File: src/inc/lcdcfg_pkg.sv
// package: opcodes, field layouts, reset values and timing of the lcd config decoder
package lcdcfg_pkg;

    // ==========================================================
    // opcode patterns, compared against the upper bits of a byte
    // ==========================================================
    localparam logic [5:0] TEMP_SW_OP = 6'h32;
    localparam logic [4:0] COEF_A_OP = 5'h03;
    localparam logic [4:0] COEF_B_OP = 5'h04;
    localparam logic [4:0] COEF_C_OP = 5'h05;
    localparam logic [4:0] COEF_D_OP = 5'h06;
    localparam logic [3:0] PUMP_HI_OP = 4'h4;
    localparam logic [3:0] PUMP_LO_OP = 4'h5;
    localparam logic [6:0] DISPLAY_OP = 7'h1C;
    localparam logic [4:0] RATIO_OP = 5'h00;
    localparam logic [5:0] BIAS_OP = 6'h31;
    localparam logic [7:0] INIT_BYTE = 8'h3A;

    // ==========================================================
    // field positions inside a command byte
    // ==========================================================
    localparam int OP6_LSB = 2;
    localparam int OP5_LSB = 3;
    localparam int OP4_LSB = 4;
    localparam int OP7_LSB = 1;
    localparam int COMP_BIT = 1;
    localparam int SENSOR_BIT = 0;
    localparam int DISPLAY_BIT = 0;
    localparam int COEF_W = 3;
    localparam int NIBBLE_W = 4;
    localparam int RATIO_W = 3;
    localparam int BIAS_W = 2;

    // ==========================================================
    // reset values
    // ==========================================================
    localparam logic RST_COMP = 1'h1;
    localparam logic RST_SENSOR = 1'h1;
    localparam logic RST_DISPLAY = 1'h0;
    localparam logic [COEF_W-1:0] RST_COEF = 3'h0;
    localparam logic [NIBBLE_W-1:0] RST_NIBBLE = 4'h0;
    localparam logic [RATIO_W-1:0] RST_RATIO = 3'h0;
    localparam logic [BIAS_W-1:0] RST_BIAS = 2'h0;

    // ==========================================================
    // multiplex ratio codes and the drive they select
    // ==========================================================
    localparam logic [RATIO_W-1:0] RATIO_8_A = 3'h0;
    localparam logic [RATIO_W-1:0] RATIO_STATIC = 3'h1;
    localparam logic [RATIO_W-1:0] RATIO_2 = 3'h2;
    localparam logic [RATIO_W-1:0] RATIO_8_B = 3'h3;
    localparam logic [RATIO_W-1:0] RATIO_4 = 3'h4;
    localparam logic [RATIO_W-1:0] RATIO_8_C = 3'h5;
    localparam logic [RATIO_W-1:0] RATIO_6 = 3'h6;
    localparam logic [RATIO_W-1:0] RATIO_8_D = 3'h7;
    localparam logic [3:0] BP_COUNT_8 = 4'h8;
    localparam logic [3:0] BP_COUNT_6 = 4'h6;
    localparam logic [3:0] BP_COUNT_4 = 4'h4;
    localparam logic [3:0] BP_COUNT_2 = 4'h2;
    localparam logic [3:0] BP_COUNT_1 = 4'h1;
    localparam logic [5:0] SEG_COUNT_44 = 6'h2C;
    localparam logic [5:0] SEG_COUNT_46 = 6'h2E;
    localparam logic [7:0] BP_MASK_8 = 8'hFF;
    localparam logic [7:0] BP_MASK_6 = 8'h3F;
    localparam logic [7:0] BP_MASK_4 = 8'h0F;
    localparam logic [7:0] BP_MASK_2 = 8'h03;
    localparam logic [7:0] BP_MASK_1 = 8'h01;
    localparam logic [7:0] BP_MASK_NONE = 8'h00;

    // bias field codes
    localparam logic [BIAS_W-1:0] BIAS_Q_A = 2'h0;
    localparam logic [BIAS_W-1:0] BIAS_Q_B = 2'h1;
    localparam logic [BIAS_W-1:0] BIAS_H = 2'h2;
    localparam logic [BIAS_W-1:0] BIAS_T = 2'h3;

    typedef enum logic [2:0] {
        MUX_STATIC = 3'h0,
        MUX_1_2 = 3'h1,
        MUX_1_4 = 3'h2,
        MUX_1_6 = 3'h3,
        MUX_1_8 = 3'h4
    } lcdcfg_mux_e;

    typedef enum logic [1:0] {
        BIAS_NONE = 2'h0,
        BIAS_HALF = 2'h1,
        BIAS_THIRD = 2'h2,
        BIAS_QUARTER = 2'h3
    } lcdcfg_bias_e;

    // ==========================================================
    // timing of the initialize command
    // ==========================================================
    localparam int CLK_PERIOD_NS = 8;
    localparam int INIT_TIME_NS = 100;
    localparam int INIT_CYCLES_RAW = INIT_TIME_NS / CLK_PERIOD_NS;
    localparam int INIT_CYCLES = (INIT_CYCLES_RAW < 1) ? 1 : INIT_CYCLES_RAW;
    localparam int INIT_CNT_W = 4;
    localparam logic [INIT_CNT_W-1:0] INIT_LOAD = INIT_CYCLES[INIT_CNT_W-1:0];
    localparam logic [INIT_CNT_W-1:0] INIT_ZERO = 4'h0;
    localparam logic [INIT_CNT_W-1:0] INIT_STEP = 4'h1;

endpackage

File: src/verilog/lcdcfg_field.sv
// one setting register with load, initialize and synchronous reset
`timescale 1ns/1ps

module lcdcfg_field #(
    parameter int unsigned WIDTH = 1,
    parameter logic [WIDTH-1:0] RESET_VALUE = '0
) (
    // clock and reset
    input wire logic clk_sys,
    input wire logic reset,
    // update controls
    input wire logic clear,
    input wire logic load,
    input wire logic [WIDTH-1:0] load_value,
    // stored value and the value it takes at the next edge
    output logic [WIDTH-1:0] q,
    output logic [WIDTH-1:0] next_q
);

    // initialize wins over a load; nothing else touches the value
    always_comb begin
        next_q = q;
        if (clear) begin
            next_q = RESET_VALUE;
        end else if (load) begin
            next_q = load_value;
        end
    end

    // storage only
    always_ff @(posedge clk_sys) begin
        if (reset) begin
            q <= RESET_VALUE;
        end else begin
            q <= next_q;
        end
    end

endmodule

File: src/verilog/lcdcfg_decoder.sv
// configuration command decoder of the multiplexed lcd driver
`timescale 1ns/1ps

// Summary of operation
// - upper six bits 110010: bit1 compensation switch, bit0 sensor switch
// - comp_enable 0 blocks compensation, 1 allows it; resets to 1
// - sensor_enable 0 stops measurement and readout, 1 enables; resets to 1
// - upper five 00011/00100/00101 load low three bits into region A/B/C
// - upper five 00110 loads region D; all four coefficients reset to 000
// - upper nibble 0100 loads lower nibble into pump level high half
// - upper nibble 0101 loads lower nibble into pump level low half
// - assembled eight-bit level is the pump target; both halves reset 0000
// - upper seven bits 0011100 is display on/off, bit0 is display_on
// - display_on 0 (reset) grounds all backplanes and segments; 1 drives normally
// - upper five bits 00000 is the ratio command, low three bits the code
// - codes 000, 011, 101, 111 select 1:8, eight backplanes, 44 segments
// - code 110 selects 1:6, six backplanes, 46 segments
// - code 100 selects 1:4, four backplanes, 44 segments
// - code 010 selects 1:2, two backplanes, 44 segments
// - code 001 selects static, one backplane, 44 segments
// - upper six bits 110001 is the bias command, low two bits the field
// - 00/01 quarter, 11 third, 10 half bias; no bias in static drive
// - byte 00111010 restores every setting within 100 ns
// - commands only with register select 0; select 1 is ram data
module lcdcfg_decoder (
    // clock and reset
    input wire logic clk_sys,
    input wire logic reset,
    // byte strobe from the serial control interface
    input wire logic cmd_valid,
    input wire logic cmd_rs,
    input wire logic [7:0] cmd_byte,
    // temperature control
    output logic comp_enable,
    output logic sensor_enable,
    output logic [2:0] coef_region_a,
    output logic [2:0] coef_region_b,
    output logic [2:0] coef_region_c,
    output logic [2:0] coef_region_d,
    // charge pump target
    output logic [7:0] pump_target_level,
    // display drive configuration
    output logic display_on,
    output logic [2:0] drive_ratio_code,
    output logic [1:0] bias_code,
    output lcdcfg_pkg::lcdcfg_mux_e drive_mode,
    output lcdcfg_pkg::lcdcfg_bias_e bias_level,
    output logic [3:0] backplane_count,
    output logic [5:0] segment_count,
    output logic [7:0] backplane_enable,
    output logic outputs_grounded,
    // command status
    output logic init_busy,
    output logic cmd_accepted,
    output logic cmd_unknown,
    output logic ram_data_seen
);

    // ==========================================================
    // opcode matching
    // ==========================================================
    logic is_cmd;
    logic hit_temp;
    logic hit_coef_a;
    logic hit_coef_b;
    logic hit_coef_c;
    logic hit_coef_d;
    logic hit_pump_hi;
    logic hit_pump_lo;
    logic hit_display;
    logic hit_ratio;
    logic hit_bias;
    logic hit_init;
    logic hit_any;

    // a byte flagged as ram data never reaches the opcode compare
    assign is_cmd = cmd_valid && !cmd_rs;

    // each compare looks only at the fixed bits of its opcode
    always_comb begin
        hit_temp = is_cmd && (cmd_byte[7:lcdcfg_pkg::OP6_LSB] == lcdcfg_pkg::TEMP_SW_OP);
        hit_coef_a = is_cmd && (cmd_byte[7:lcdcfg_pkg::OP5_LSB] == lcdcfg_pkg::COEF_A_OP);
        hit_coef_b = is_cmd && (cmd_byte[7:lcdcfg_pkg::OP5_LSB] == lcdcfg_pkg::COEF_B_OP);
        hit_coef_c = is_cmd && (cmd_byte[7:lcdcfg_pkg::OP5_LSB] == lcdcfg_pkg::COEF_C_OP);
        hit_coef_d = is_cmd && (cmd_byte[7:lcdcfg_pkg::OP5_LSB] == lcdcfg_pkg::COEF_D_OP);
        hit_pump_hi = is_cmd && cmd_byte[7:lcdcfg_pkg::OP4_LSB] == lcdcfg_pkg::PUMP_HI_OP;
        hit_pump_lo = is_cmd && cmd_byte[7:lcdcfg_pkg::OP4_LSB] == lcdcfg_pkg::PUMP_LO_OP;
        hit_display = is_cmd && cmd_byte[7:lcdcfg_pkg::OP7_LSB] == lcdcfg_pkg::DISPLAY_OP;
        hit_ratio = is_cmd && (cmd_byte[7:lcdcfg_pkg::OP5_LSB] == lcdcfg_pkg::RATIO_OP);
        hit_bias = is_cmd && (cmd_byte[7:lcdcfg_pkg::OP6_LSB] == lcdcfg_pkg::BIAS_OP);
        hit_init = is_cmd && (cmd_byte == lcdcfg_pkg::INIT_BYTE);
        hit_any = hit_temp || hit_coef_a || hit_coef_b || hit_coef_c || hit_coef_d
            || hit_pump_hi || hit_pump_lo || hit_display || hit_ratio || hit_bias
            || hit_init;
    end

    // ==========================================================
    // setting registers
    // ==========================================================
    logic [3:0] pump_hi;
    logic [3:0] pump_lo;
    logic display_flag;
    logic [2:0] ratio_code;
    logic [2:0] next_ratio_code;
    logic [1:0] bias_field;
    logic [1:0] next_bias_field;
    logic next_display_flag;

    // temperature switches, both from one command byte
    lcdcfg_field #(.WIDTH(1), .RESET_VALUE(lcdcfg_pkg::RST_COMP)) u_comp (
        .clk_sys(clk_sys), .reset(reset), .clear(hit_init), .load(hit_temp),
        .load_value(cmd_byte[lcdcfg_pkg::COMP_BIT]), .q(comp_enable), .next_q()
    );
    lcdcfg_field #(.WIDTH(1), .RESET_VALUE(lcdcfg_pkg::RST_SENSOR)) u_sensor (
        .clk_sys(clk_sys), .reset(reset), .clear(hit_init), .load(hit_temp),
        .load_value(cmd_byte[lcdcfg_pkg::SENSOR_BIT]), .q(sensor_enable), .next_q()
    );

    // per-region compensation coefficients
    lcdcfg_field #(.WIDTH(3), .RESET_VALUE(lcdcfg_pkg::RST_COEF)) u_coef_a (
        .clk_sys(clk_sys), .reset(reset), .clear(hit_init), .load(hit_coef_a),
        .load_value(cmd_byte[lcdcfg_pkg::COEF_W-1:0]), .q(coef_region_a), .next_q()
    );
    lcdcfg_field #(.WIDTH(3), .RESET_VALUE(lcdcfg_pkg::RST_COEF)) u_coef_b (
        .clk_sys(clk_sys), .reset(reset), .clear(hit_init), .load(hit_coef_b),
        .load_value(cmd_byte[lcdcfg_pkg::COEF_W-1:0]), .q(coef_region_b), .next_q()
    );
    lcdcfg_field #(.WIDTH(3), .RESET_VALUE(lcdcfg_pkg::RST_COEF)) u_coef_c (
        .clk_sys(clk_sys), .reset(reset), .clear(hit_init), .load(hit_coef_c),
        .load_value(cmd_byte[lcdcfg_pkg::COEF_W-1:0]), .q(coef_region_c), .next_q()
    );
    lcdcfg_field #(.WIDTH(3), .RESET_VALUE(lcdcfg_pkg::RST_COEF)) u_coef_d (
        .clk_sys(clk_sys), .reset(reset), .clear(hit_init), .load(hit_coef_d),
        .load_value(cmd_byte[lcdcfg_pkg::COEF_W-1:0]), .q(coef_region_d), .next_q()
    );

    // pump target halves are separate so one write never disturbs the other
    lcdcfg_field #(.WIDTH(4), .RESET_VALUE(lcdcfg_pkg::RST_NIBBLE)) u_pump_hi (
        .clk_sys(clk_sys), .reset(reset), .clear(hit_init), .load(hit_pump_hi),
        .load_value(cmd_byte[lcdcfg_pkg::NIBBLE_W-1:0]), .q(pump_hi), .next_q()
    );
    lcdcfg_field #(.WIDTH(4), .RESET_VALUE(lcdcfg_pkg::RST_NIBBLE)) u_pump_lo (
        .clk_sys(clk_sys), .reset(reset), .clear(hit_init), .load(hit_pump_lo),
        .load_value(cmd_byte[lcdcfg_pkg::NIBBLE_W-1:0]), .q(pump_lo), .next_q()
    );
    assign pump_target_level = {pump_hi, pump_lo};

    // display switch, ratio and bias; their next values feed the decode below
    lcdcfg_field #(.WIDTH(1), .RESET_VALUE(lcdcfg_pkg::RST_DISPLAY)) u_display (
        .clk_sys(clk_sys), .reset(reset), .clear(hit_init), .load(hit_display),
        .load_value(cmd_byte[lcdcfg_pkg::DISPLAY_BIT]), .q(display_flag),
        .next_q(next_display_flag)
    );
    lcdcfg_field #(.WIDTH(3), .RESET_VALUE(lcdcfg_pkg::RST_RATIO)) u_ratio (
        .clk_sys(clk_sys), .reset(reset), .clear(hit_init), .load(hit_ratio),
        .load_value(cmd_byte[lcdcfg_pkg::RATIO_W-1:0]), .q(ratio_code),
        .next_q(next_ratio_code)
    );
    lcdcfg_field #(.WIDTH(2), .RESET_VALUE(lcdcfg_pkg::RST_BIAS)) u_bias (
        .clk_sys(clk_sys), .reset(reset), .clear(hit_init), .load(hit_bias),
        .load_value(cmd_byte[lcdcfg_pkg::BIAS_W-1:0]), .q(bias_field),
        .next_q(next_bias_field)
    );
    assign display_on = display_flag;
    assign drive_ratio_code = ratio_code;
    assign bias_code = bias_field;

    // ==========================================================
    // drive decode
    // ==========================================================
    lcdcfg_pkg::lcdcfg_mux_e next_drive_mode;
    lcdcfg_pkg::lcdcfg_bias_e next_bias_level;
    logic [3:0] next_backplane_count;
    logic [5:0] next_segment_count;
    logic [7:0] next_bp_mask;
    logic [7:0] next_backplane_enable;
    logic next_outputs_grounded;

    // decoded from next values so they change on the same edge as the code
    always_comb begin
        next_drive_mode = lcdcfg_pkg::MUX_1_8;
        next_backplane_count = lcdcfg_pkg::BP_COUNT_8;
        next_segment_count = lcdcfg_pkg::SEG_COUNT_44;
        next_bp_mask = lcdcfg_pkg::BP_MASK_8;
        unique case (next_ratio_code)
            lcdcfg_pkg::RATIO_8_A, lcdcfg_pkg::RATIO_8_B,
            lcdcfg_pkg::RATIO_8_C, lcdcfg_pkg::RATIO_8_D: begin
                next_drive_mode = lcdcfg_pkg::MUX_1_8;
                next_backplane_count = lcdcfg_pkg::BP_COUNT_8;
                next_segment_count = lcdcfg_pkg::SEG_COUNT_44;
                next_bp_mask = lcdcfg_pkg::BP_MASK_8;
            end
            lcdcfg_pkg::RATIO_6: begin
                next_drive_mode = lcdcfg_pkg::MUX_1_6;
                next_backplane_count = lcdcfg_pkg::BP_COUNT_6;
                next_segment_count = lcdcfg_pkg::SEG_COUNT_46;
                next_bp_mask = lcdcfg_pkg::BP_MASK_6;
            end
            lcdcfg_pkg::RATIO_4: begin
                next_drive_mode = lcdcfg_pkg::MUX_1_4;
                next_backplane_count = lcdcfg_pkg::BP_COUNT_4;
                next_segment_count = lcdcfg_pkg::SEG_COUNT_44;
                next_bp_mask = lcdcfg_pkg::BP_MASK_4;
            end
            lcdcfg_pkg::RATIO_2: begin
                next_drive_mode = lcdcfg_pkg::MUX_1_2;
                next_backplane_count = lcdcfg_pkg::BP_COUNT_2;
                next_segment_count = lcdcfg_pkg::SEG_COUNT_44;
                next_bp_mask = lcdcfg_pkg::BP_MASK_2;
            end
            lcdcfg_pkg::RATIO_STATIC: begin
                next_drive_mode = lcdcfg_pkg::MUX_STATIC;
                next_backplane_count = lcdcfg_pkg::BP_COUNT_1;
                next_segment_count = lcdcfg_pkg::SEG_COUNT_44;
                next_bp_mask = lcdcfg_pkg::BP_MASK_1;
            end
        endcase
    end

    // static drive has no intermediate levels, so the bias field is ignored there
    always_comb begin
        next_bias_level = lcdcfg_pkg::BIAS_QUARTER;
        unique case (next_bias_field)
            lcdcfg_pkg::BIAS_Q_A, lcdcfg_pkg::BIAS_Q_B: begin
                next_bias_level = lcdcfg_pkg::BIAS_QUARTER;
            end
            lcdcfg_pkg::BIAS_T: begin
                next_bias_level = lcdcfg_pkg::BIAS_THIRD;
            end
            lcdcfg_pkg::BIAS_H: begin
                next_bias_level = lcdcfg_pkg::BIAS_HALF;
            end
        endcase
        if (next_ratio_code == lcdcfg_pkg::RATIO_STATIC) begin
            next_bias_level = lcdcfg_pkg::BIAS_NONE;
        end
    end

    // blanking: every backplane released and all outputs tied to ground
    always_comb begin
        next_outputs_grounded = !next_display_flag;
        if (next_display_flag) begin
            next_backplane_enable = next_bp_mask;
        end else begin
            next_backplane_enable = lcdcfg_pkg::BP_MASK_NONE;
        end
    end

    // registered copies keep every decoded output straight from a flop
    always_ff @(posedge clk_sys) begin
        if (reset) begin
            drive_mode <= lcdcfg_pkg::MUX_1_8;
            bias_level <= lcdcfg_pkg::BIAS_QUARTER;
            backplane_count <= lcdcfg_pkg::BP_COUNT_8;
            segment_count <= lcdcfg_pkg::SEG_COUNT_44;
            backplane_enable <= lcdcfg_pkg::BP_MASK_NONE;
            outputs_grounded <= 1'h1;
        end else begin
            drive_mode <= next_drive_mode;
            bias_level <= next_bias_level;
            backplane_count <= next_backplane_count;
            segment_count <= next_segment_count;
            backplane_enable <= next_backplane_enable;
            outputs_grounded <= next_outputs_grounded;
        end
    end

    // ==========================================================
    // initialize window and command status
    // ==========================================================
    logic [lcdcfg_pkg::INIT_CNT_W-1:0] init_cnt;
    logic [lcdcfg_pkg::INIT_CNT_W-1:0] next_init_cnt;
    logic next_init_busy;
    logic next_cmd_accepted;
    logic next_cmd_unknown;
    logic next_ram_data_seen;

    // settings are already restored one edge after the byte; busy only
    // reports the window, it never blocks the following commands
    always_comb begin
        next_init_cnt = init_cnt;
        if (hit_init) begin
            next_init_cnt = lcdcfg_pkg::INIT_LOAD;
        end else if (init_cnt != lcdcfg_pkg::INIT_ZERO) begin
            next_init_cnt = init_cnt - lcdcfg_pkg::INIT_STEP;
        end
        next_init_busy = (next_init_cnt != lcdcfg_pkg::INIT_ZERO);
        next_cmd_accepted = hit_any;
        next_cmd_unknown = is_cmd && !hit_any;
        next_ram_data_seen = cmd_valid && cmd_rs;
    end

    // status flops
    always_ff @(posedge clk_sys) begin
        if (reset) begin
            init_cnt <= lcdcfg_pkg::INIT_ZERO;
            init_busy <= 1'h0;
            cmd_accepted <= 1'h0;
            cmd_unknown <= 1'h0;
            ram_data_seen <= 1'h0;
        end else begin
            init_cnt <= next_init_cnt;
            init_busy <= next_init_busy;
            cmd_accepted <= next_cmd_accepted;
            cmd_unknown <= next_cmd_unknown;
            ram_data_seen <= next_ram_data_seen;
        end
    end

endmodule

File: config.mk
export PLATFORM = sky130hd
export DESIGN_NAME = lcdcfg_decoder
export DESIGN_NICKNAME = d
export VERILOG_FILES = /design/src/inc/lcdcfg_pkg.sv /design/src/verilog/lcdcfg_field.sv /design/src/verilog/lcdcfg_decoder.sv
export SDC_FILE = /design/constraint.sdc
export NUM_CORES = 1
export LEC_CHECK = 0
export ABC_AREA = 1
export CAP_MARGIN = 40
export CORE_ASPECT_RATIO = 1.5
export CORE_MARGIN = 2
export CORE_UTILIZATION = 35
export CTS_CLUSTER_SIZE = 25
export DETAILED_ROUTE_END_ITERATION = 16
export DONT_BUFFER_PORTS = 1
export PLACE_DENSITY = 0.54
export SLEW_MARGIN = 5
export SYNTH_ARGS = -nofsm -noshare
export SYNTH_HDL_FRONTEND = slang
export SYNTH_HIERARCHICAL = 1
export SYNTH_SLANG_ARGS = --single-unit
File: constraint.sdc
create_clock -name clk_sys -period 1.7 [get_ports clk_sys]
set_clock_uncertainty 0.15 [all_clocks]
set_input_delay 0.085 -clock clk_sys [delete_from_list [all_inputs] [get_ports clk_sys]]
set_output_delay 0.085 -clock clk_sys [all_outputs]
set_load 0.1 [all_outputs]
==> run metrics, run 1 <==
Setup Fix Bufs, Post-CTS 0; unrepaired setup endpoints after global routing false; Comb power frac 0.246; Required @ worst endpoint approximately 1.8 ns; Filler Cells Inserted roughly 730; Reg power frac 0.447; placed cells 522; Switch Pwr 903 uW; Reg-to-Reg Start u_ratio/q[0]; period utilization 0.943; Remaining Overflow, GRT 0; internal power approximately 1800 uW; routability cong. about 0.84; Peak VDD IR 392 uV; fin crit period ~1.6 ns; Clock Sinks 49; IO Count roughly 70; Crit-path slowest cell dlygate4sd3_1; Die ar. 8160 um2; Yosys warning count 6; leak pwr 0.00179 uW; Startpoint Class primary input; Num CTS Buffers 5; Crit Path Class in2reg; syn_area_per_cell around 7.0 um2; Largest stage delay, worst path approximately 0.74 ns; routed len/inst 11.1 um; Vias/cell around 4.2; Residual DRC 0; Clock Power Share 0.306; Max Root-Sink Buffers 2; drt first pass iters 4; Clock transition at path regs ~0.090 ns; crit path DAT 1.70 ns; Util after Layout 0.489; final wirelength between 6000 and 7000 um; final hold vios 0; gr usage total 0.160; Vias 2315; CP cell instances dlygate4sd3_1 -> inv_1 -> nand2_1 -> nand3_2 -> nor2_2 -> dlygate4sd3_1; antenna diode count 0; CP startpoint cmd_byte[1]; clk root buf clkbuf_8; remaining antenna violation count 0; first-pass GRT wire length 10000 um; initial core utilization 0.360; Crit. End Element flip-flop; TritonCTS clock tree built; H-tree levels 2; vias in the first global route about 2400; num rows 38; Cell Count, Final, Fillers Out approximately 550; Layout area overhead 35.8%; total negative setup slack 0 ns; Top delay family on crit path buffers and inverters; Cells after Synth roughly 370; max-cap check violation count 0; largest net degree at the start of global routing 41; Setup WS pre-CTS -0.177 ns; nets around 460; Post-Syn Area around 2600 um2; die height between 100 and 150 um; R2R setup slack about 0.15 ns; Setup crit end u_bias/q[1]; end of the worst register-to-register path backplane_enable[5]; Die W 74.4 um; layout cell share with drive strength beyond 1 0.391; FF-to-FF path depth 8; PnR worst setup slack ~0.097 ns; Port Buffers 0; CP dominant cell by count dlygate4sd3_1; max frequency just over 600 MHz; Sw Ratio 0.329; later-pin clock latency in the skew report 0.31 ns; Hold/Removal Path Class in2reg; count of buffer and inverter cells on the critical path 3; Tot Pwr roughly 2700 uW; HPWL after DPL 4370 um; Cell Pwr Density 776 nW/um2; drt first-iter violations 54; status complete, no violations; critical path depth 6; CP max FO 8; Setup-failing EPs final 0; antenna violations before repair 0; Placeable Area roughly 7200 um2; Pins Over Slew Limit 0
==> repair_timing <==
action,CTS,global route
hold buffers,17,0
hold endpoints to repair,47,0
resized for setup,0,5
setup endpoints to repair,0,7
==> flip-flops by register name (all words and copies together), names as in the netlist, 2 cells and up <==
signal / count
backplane_enable: 5
backplane_count: 4
init_cnt: 4
u_pump_hi/q: 4
u_pump_lo/q: 4
u_coef_a/q: 3
u_coef_b/q: 3
u_coef_c/q: 3
u_coef_d/q: 3
u_ratio/q: 3
bias_level: 2
u_bias/q: 2
==> placed cells by master, fill, tap and decap left out, types with 7 or more instances in the layout <==
cell,n
nand3_2,28
inv_2,25
dfxtp_1,38
inv_1,75
buf_4,52
nand2_1,79
dfxtp_2,9
dlygate4sd3_1,15
buf_12,7
nor2_1,35
nor2_2,16
==> worst min-delay path by stage <==
stage / startpoint / endpoint / slack, ns / cells past startpoint
2_1_floorplan: reset / u_ratio/q[1] / -0.007 / 1
3_3_place_gp: reset / u_bias/q[1] / 0.002 / 1
3_5_place_dp: reset / u_bias/q[1] / 0.002 / 1
4_1_cts: cmd_byte[5] / u_coef_c/q[2] / 0.008 / 6
5_1_grt: cmd_byte[5] / u_coef_c/q[0] / 0.04 / 6
6_report: cmd_byte[5] / u_coef_c/q[0] / 0.01 / 6
==> area by class of cell <==
type,count,area [um2],share of cell area
Clock buffer,5,68.8,0.0195
Clock inverter,3,46.3,0.0131
Inverter,111,444,0.126
Multi-Input combinational cell,204,1160,0.328
Sequential cell,49,1000,0.283
Tap cell,100,125,0.0354
Timing Repair Buffer,75,693,0.196
==> routing by layer <==
layer	global-route usage	wire length, um	share of wire
met1	0.157	2290	0.38
met2	0.293	3190	0.53
met3	0.0394	342	0.057
met4	0.0931	237	0.039
met5	0	0	0
==> power groups by stage <==
stage	combinational [uW]	clock [uW]	sequential, uW
5_1_grt	743	910	1230
4_1_cts	675	860	1230
3_5_place_dp	613	0	1260
6_report	676	841	1230
2_1_floorplan	365	0	1410
3_3_place_gp	600	0	1250
==> worst register-to-register path: stages, from the launching register on <==
cell and delay, ns:
dfxtp_4 0.36, inv_1 0.04, nand2_1 0.07, nand3_2 0.06, inv_1 0.12, inv_2 0.05, ha_1 0.32, a21oi_2 0.14
a21boi_0 0.17
==> stage by stage <==
stage | cell area, um2 | hold slack, ns
final | 3540 | 0.0101
after floorplan | 2670 | -0.00738
after global placement | 3230 | 0.00239
after CTS | 3530 | 0.00808
after global routing | 3540 | 0.0444
after detailed placement | 3230 | 0.00215
Note: power is estimated with default switching activity, not from simulation.
==> inputs of run 2 (changes only) <==
clock period = 1.4 ns   (was 1.7 ns; I/O delays follow)
==> run metrics, run 2 (synthesis gave the netlist of run 1 again) <==
total negative setup slack 0 ns; antenna violations before repair 0; later-pin clock latency in the skew report approximately 0.31 ns; Setup-failing EPs final 0; crit path DAT ~1.5 ns; gr usage total 0.163; Reg-to-Reg Start u_ratio/q[0]; Most flops, register backplane_enable; min-delay src cmd_byte[6]; Pins Over Slew Limit 0; Max Root-Sink Buffers 2; Required @ worst endpoint between 1 and 1.5 ns; CP max FO 2; most frequent cells in the layout 76 x nand2_1, 75 x buf_4, 68 x inv_1; Crit Path Class reg2reg; Largest register FFs 5; Vias approximately 2500; Clock Power Share 0.311; num rows 38; status complete, no violations; drt first-iter violations 79; clk root buf clkbuf_8; leading cell type in the layout, fill and taps excluded nand2_1; TritonCTS clock tree built; Clock Sinks 49; Min Hold Slack between 0.009 and 0.01 ns; die height 110 um; end of the worst register-to-register path backplane_enable[5]; Clock transition at path regs approximately 0.090 ns; Placeable Area about 7200 um2; Residual DRC 0; largest net degree at the start of global routing 41; remaining antenna violation count 0; Hold/Removal Path Class in2reg; fin crit period roughly 1.4 ns; FF-to-FF path depth 8; Comb power frac 0.298; max frequency roughly 700 MHz; period utilization 1.00; HPWL after DPL 4410 um; R2R setup slack 0.0004 ns; Die W around 74 um; Die ar. between 8000 and 9000 um2; Switch Pwr around 1200 uW; routed len/inst roughly 11 um; leak pwr 0.00196 uW; Peak VDD IR around 420 uV; Sw Ratio 0.311; initial core utilization 0.360; Crit. End Element flip-flop; Port Buffers 0; Startpoint Class flip-flop; layout cell share with drive strength beyond 1 0.482; IO Count 68; max-cap check violation count 0; nets approximately 500; unrepaired setup endpoints after global routing true; Tot Pwr roughly 3800 uW; Num CTS Buffers 5; Remaining Overflow, GRT 0; Cell Pwr Density approximately 980 nW/um2; drt first pass iters 4; internal power between 2000 and 3000 uW; H-tree levels 2; Layout area overhead 50.3%; final hold vios 0; first-pass GRT wire length 10300 um; final wirelength about 6300 um; Reg power frac 0.391; vias in the first global route 2402; antenna diode count 0; Worst Hold Path EP u_display/q; routability cong. roughly 0.85; WHS Path Cells 7; Vias/cell roughly 4.3
==> run 2: cell types whose count changed in the layout (fill, tap and decap cells not counted), sizes merged <==
cell	previous run	this run
dlygate4sd3	15	24
clkinvlp	7	6
buf	59	82
bufinv	1	2
==> run 2: worst max-delay path, stage by stage (launching register included) <==
cell and delay, ns:
dfxtp_4 0.36, inv_2 0.03, nand2_1 0.06, nand3_2 0.07, inv_2 0.08, inv_2 0.05
ha_4 0.28, a21oi_4 0.05, a21boi_2 0.15
==> run 2: worst max path at each step <==
stage | startpoint | slack (ns) | end | cells past startpoint
finish | u_ratio/q[0] | 0.0004 | backplane_enable[5] | 8
global route | u_ratio/q[1] | -0.08 | bias_level[0] | 10
CTS | u_ratio/q[0] | -0.002 | backplane_enable[5] | 8
detailed placement | cmd_byte[5] | -0.40 | backplane_enable[5] | 12
global placement | cmd_byte[5] | -0.35 | backplane_enable[5] | 12
floorplan | cmd_byte[2] | -0.35 | bias_level[0] | 14
==> run 2: timing repair <==
item,4_1_cts,5_1_grt
endpoints found under the setup margin,4,13
gates resized for setup,10,16
hold endpoints to repair,46,0
hold buffers,26,0
pin swaps,3,6
setup buffers,1,4
==> run 2: per-layer routing <==
metal  vias up  global-route usage  part of all wire
met3        17              0.0312             0.049
met2        60               0.309              0.54
li1       1272                   -                 -
met5         -                   0                 0
met4         0              0.0727             0.027
met1      1116               0.168              0.39
==> run 2: through the flow <==
stage / utilization / instances / area, um2 / setup WS [ns]
finish: 0.541 / 579 / 3910 / 0.000352
global route: 0.541 / 579 / 3910 / -0.0783
CTS: 0.531 / 575 / 3840 / -0.00191
detailed placement: 0.469 / 540 / 3390 / -0.397
global placement: 0.469 / 540 / 3390 / -0.352
floorplan: - / 376 / 2710 / -0.349
==> run 2: layout make-up <==
cell class / instances / area [um2]
Multi-Input combinational cell: 204 / 1230
Timing Repair Buffer: 107 / 956
Clock inverter: 3 / 65.1
Tap cell: 100 / 125
Inverter: 111 / 447
Clock buffer: 5 / 68.8
Sequential cell: 49 / 1020
Fill cell: 701 / 3310
==> run 2: power groups by stage <==
stage	sequential [uW]	combinational, uW	clock, uW
5_1_grt	1510	1220	1280
6_report	1500	1140	1190
2_1_floorplan	1720	444	0
4_1_cts	1490	991	1220
3_3_place_gp	1520	809	0
3_5_place_dp	1520	826	0
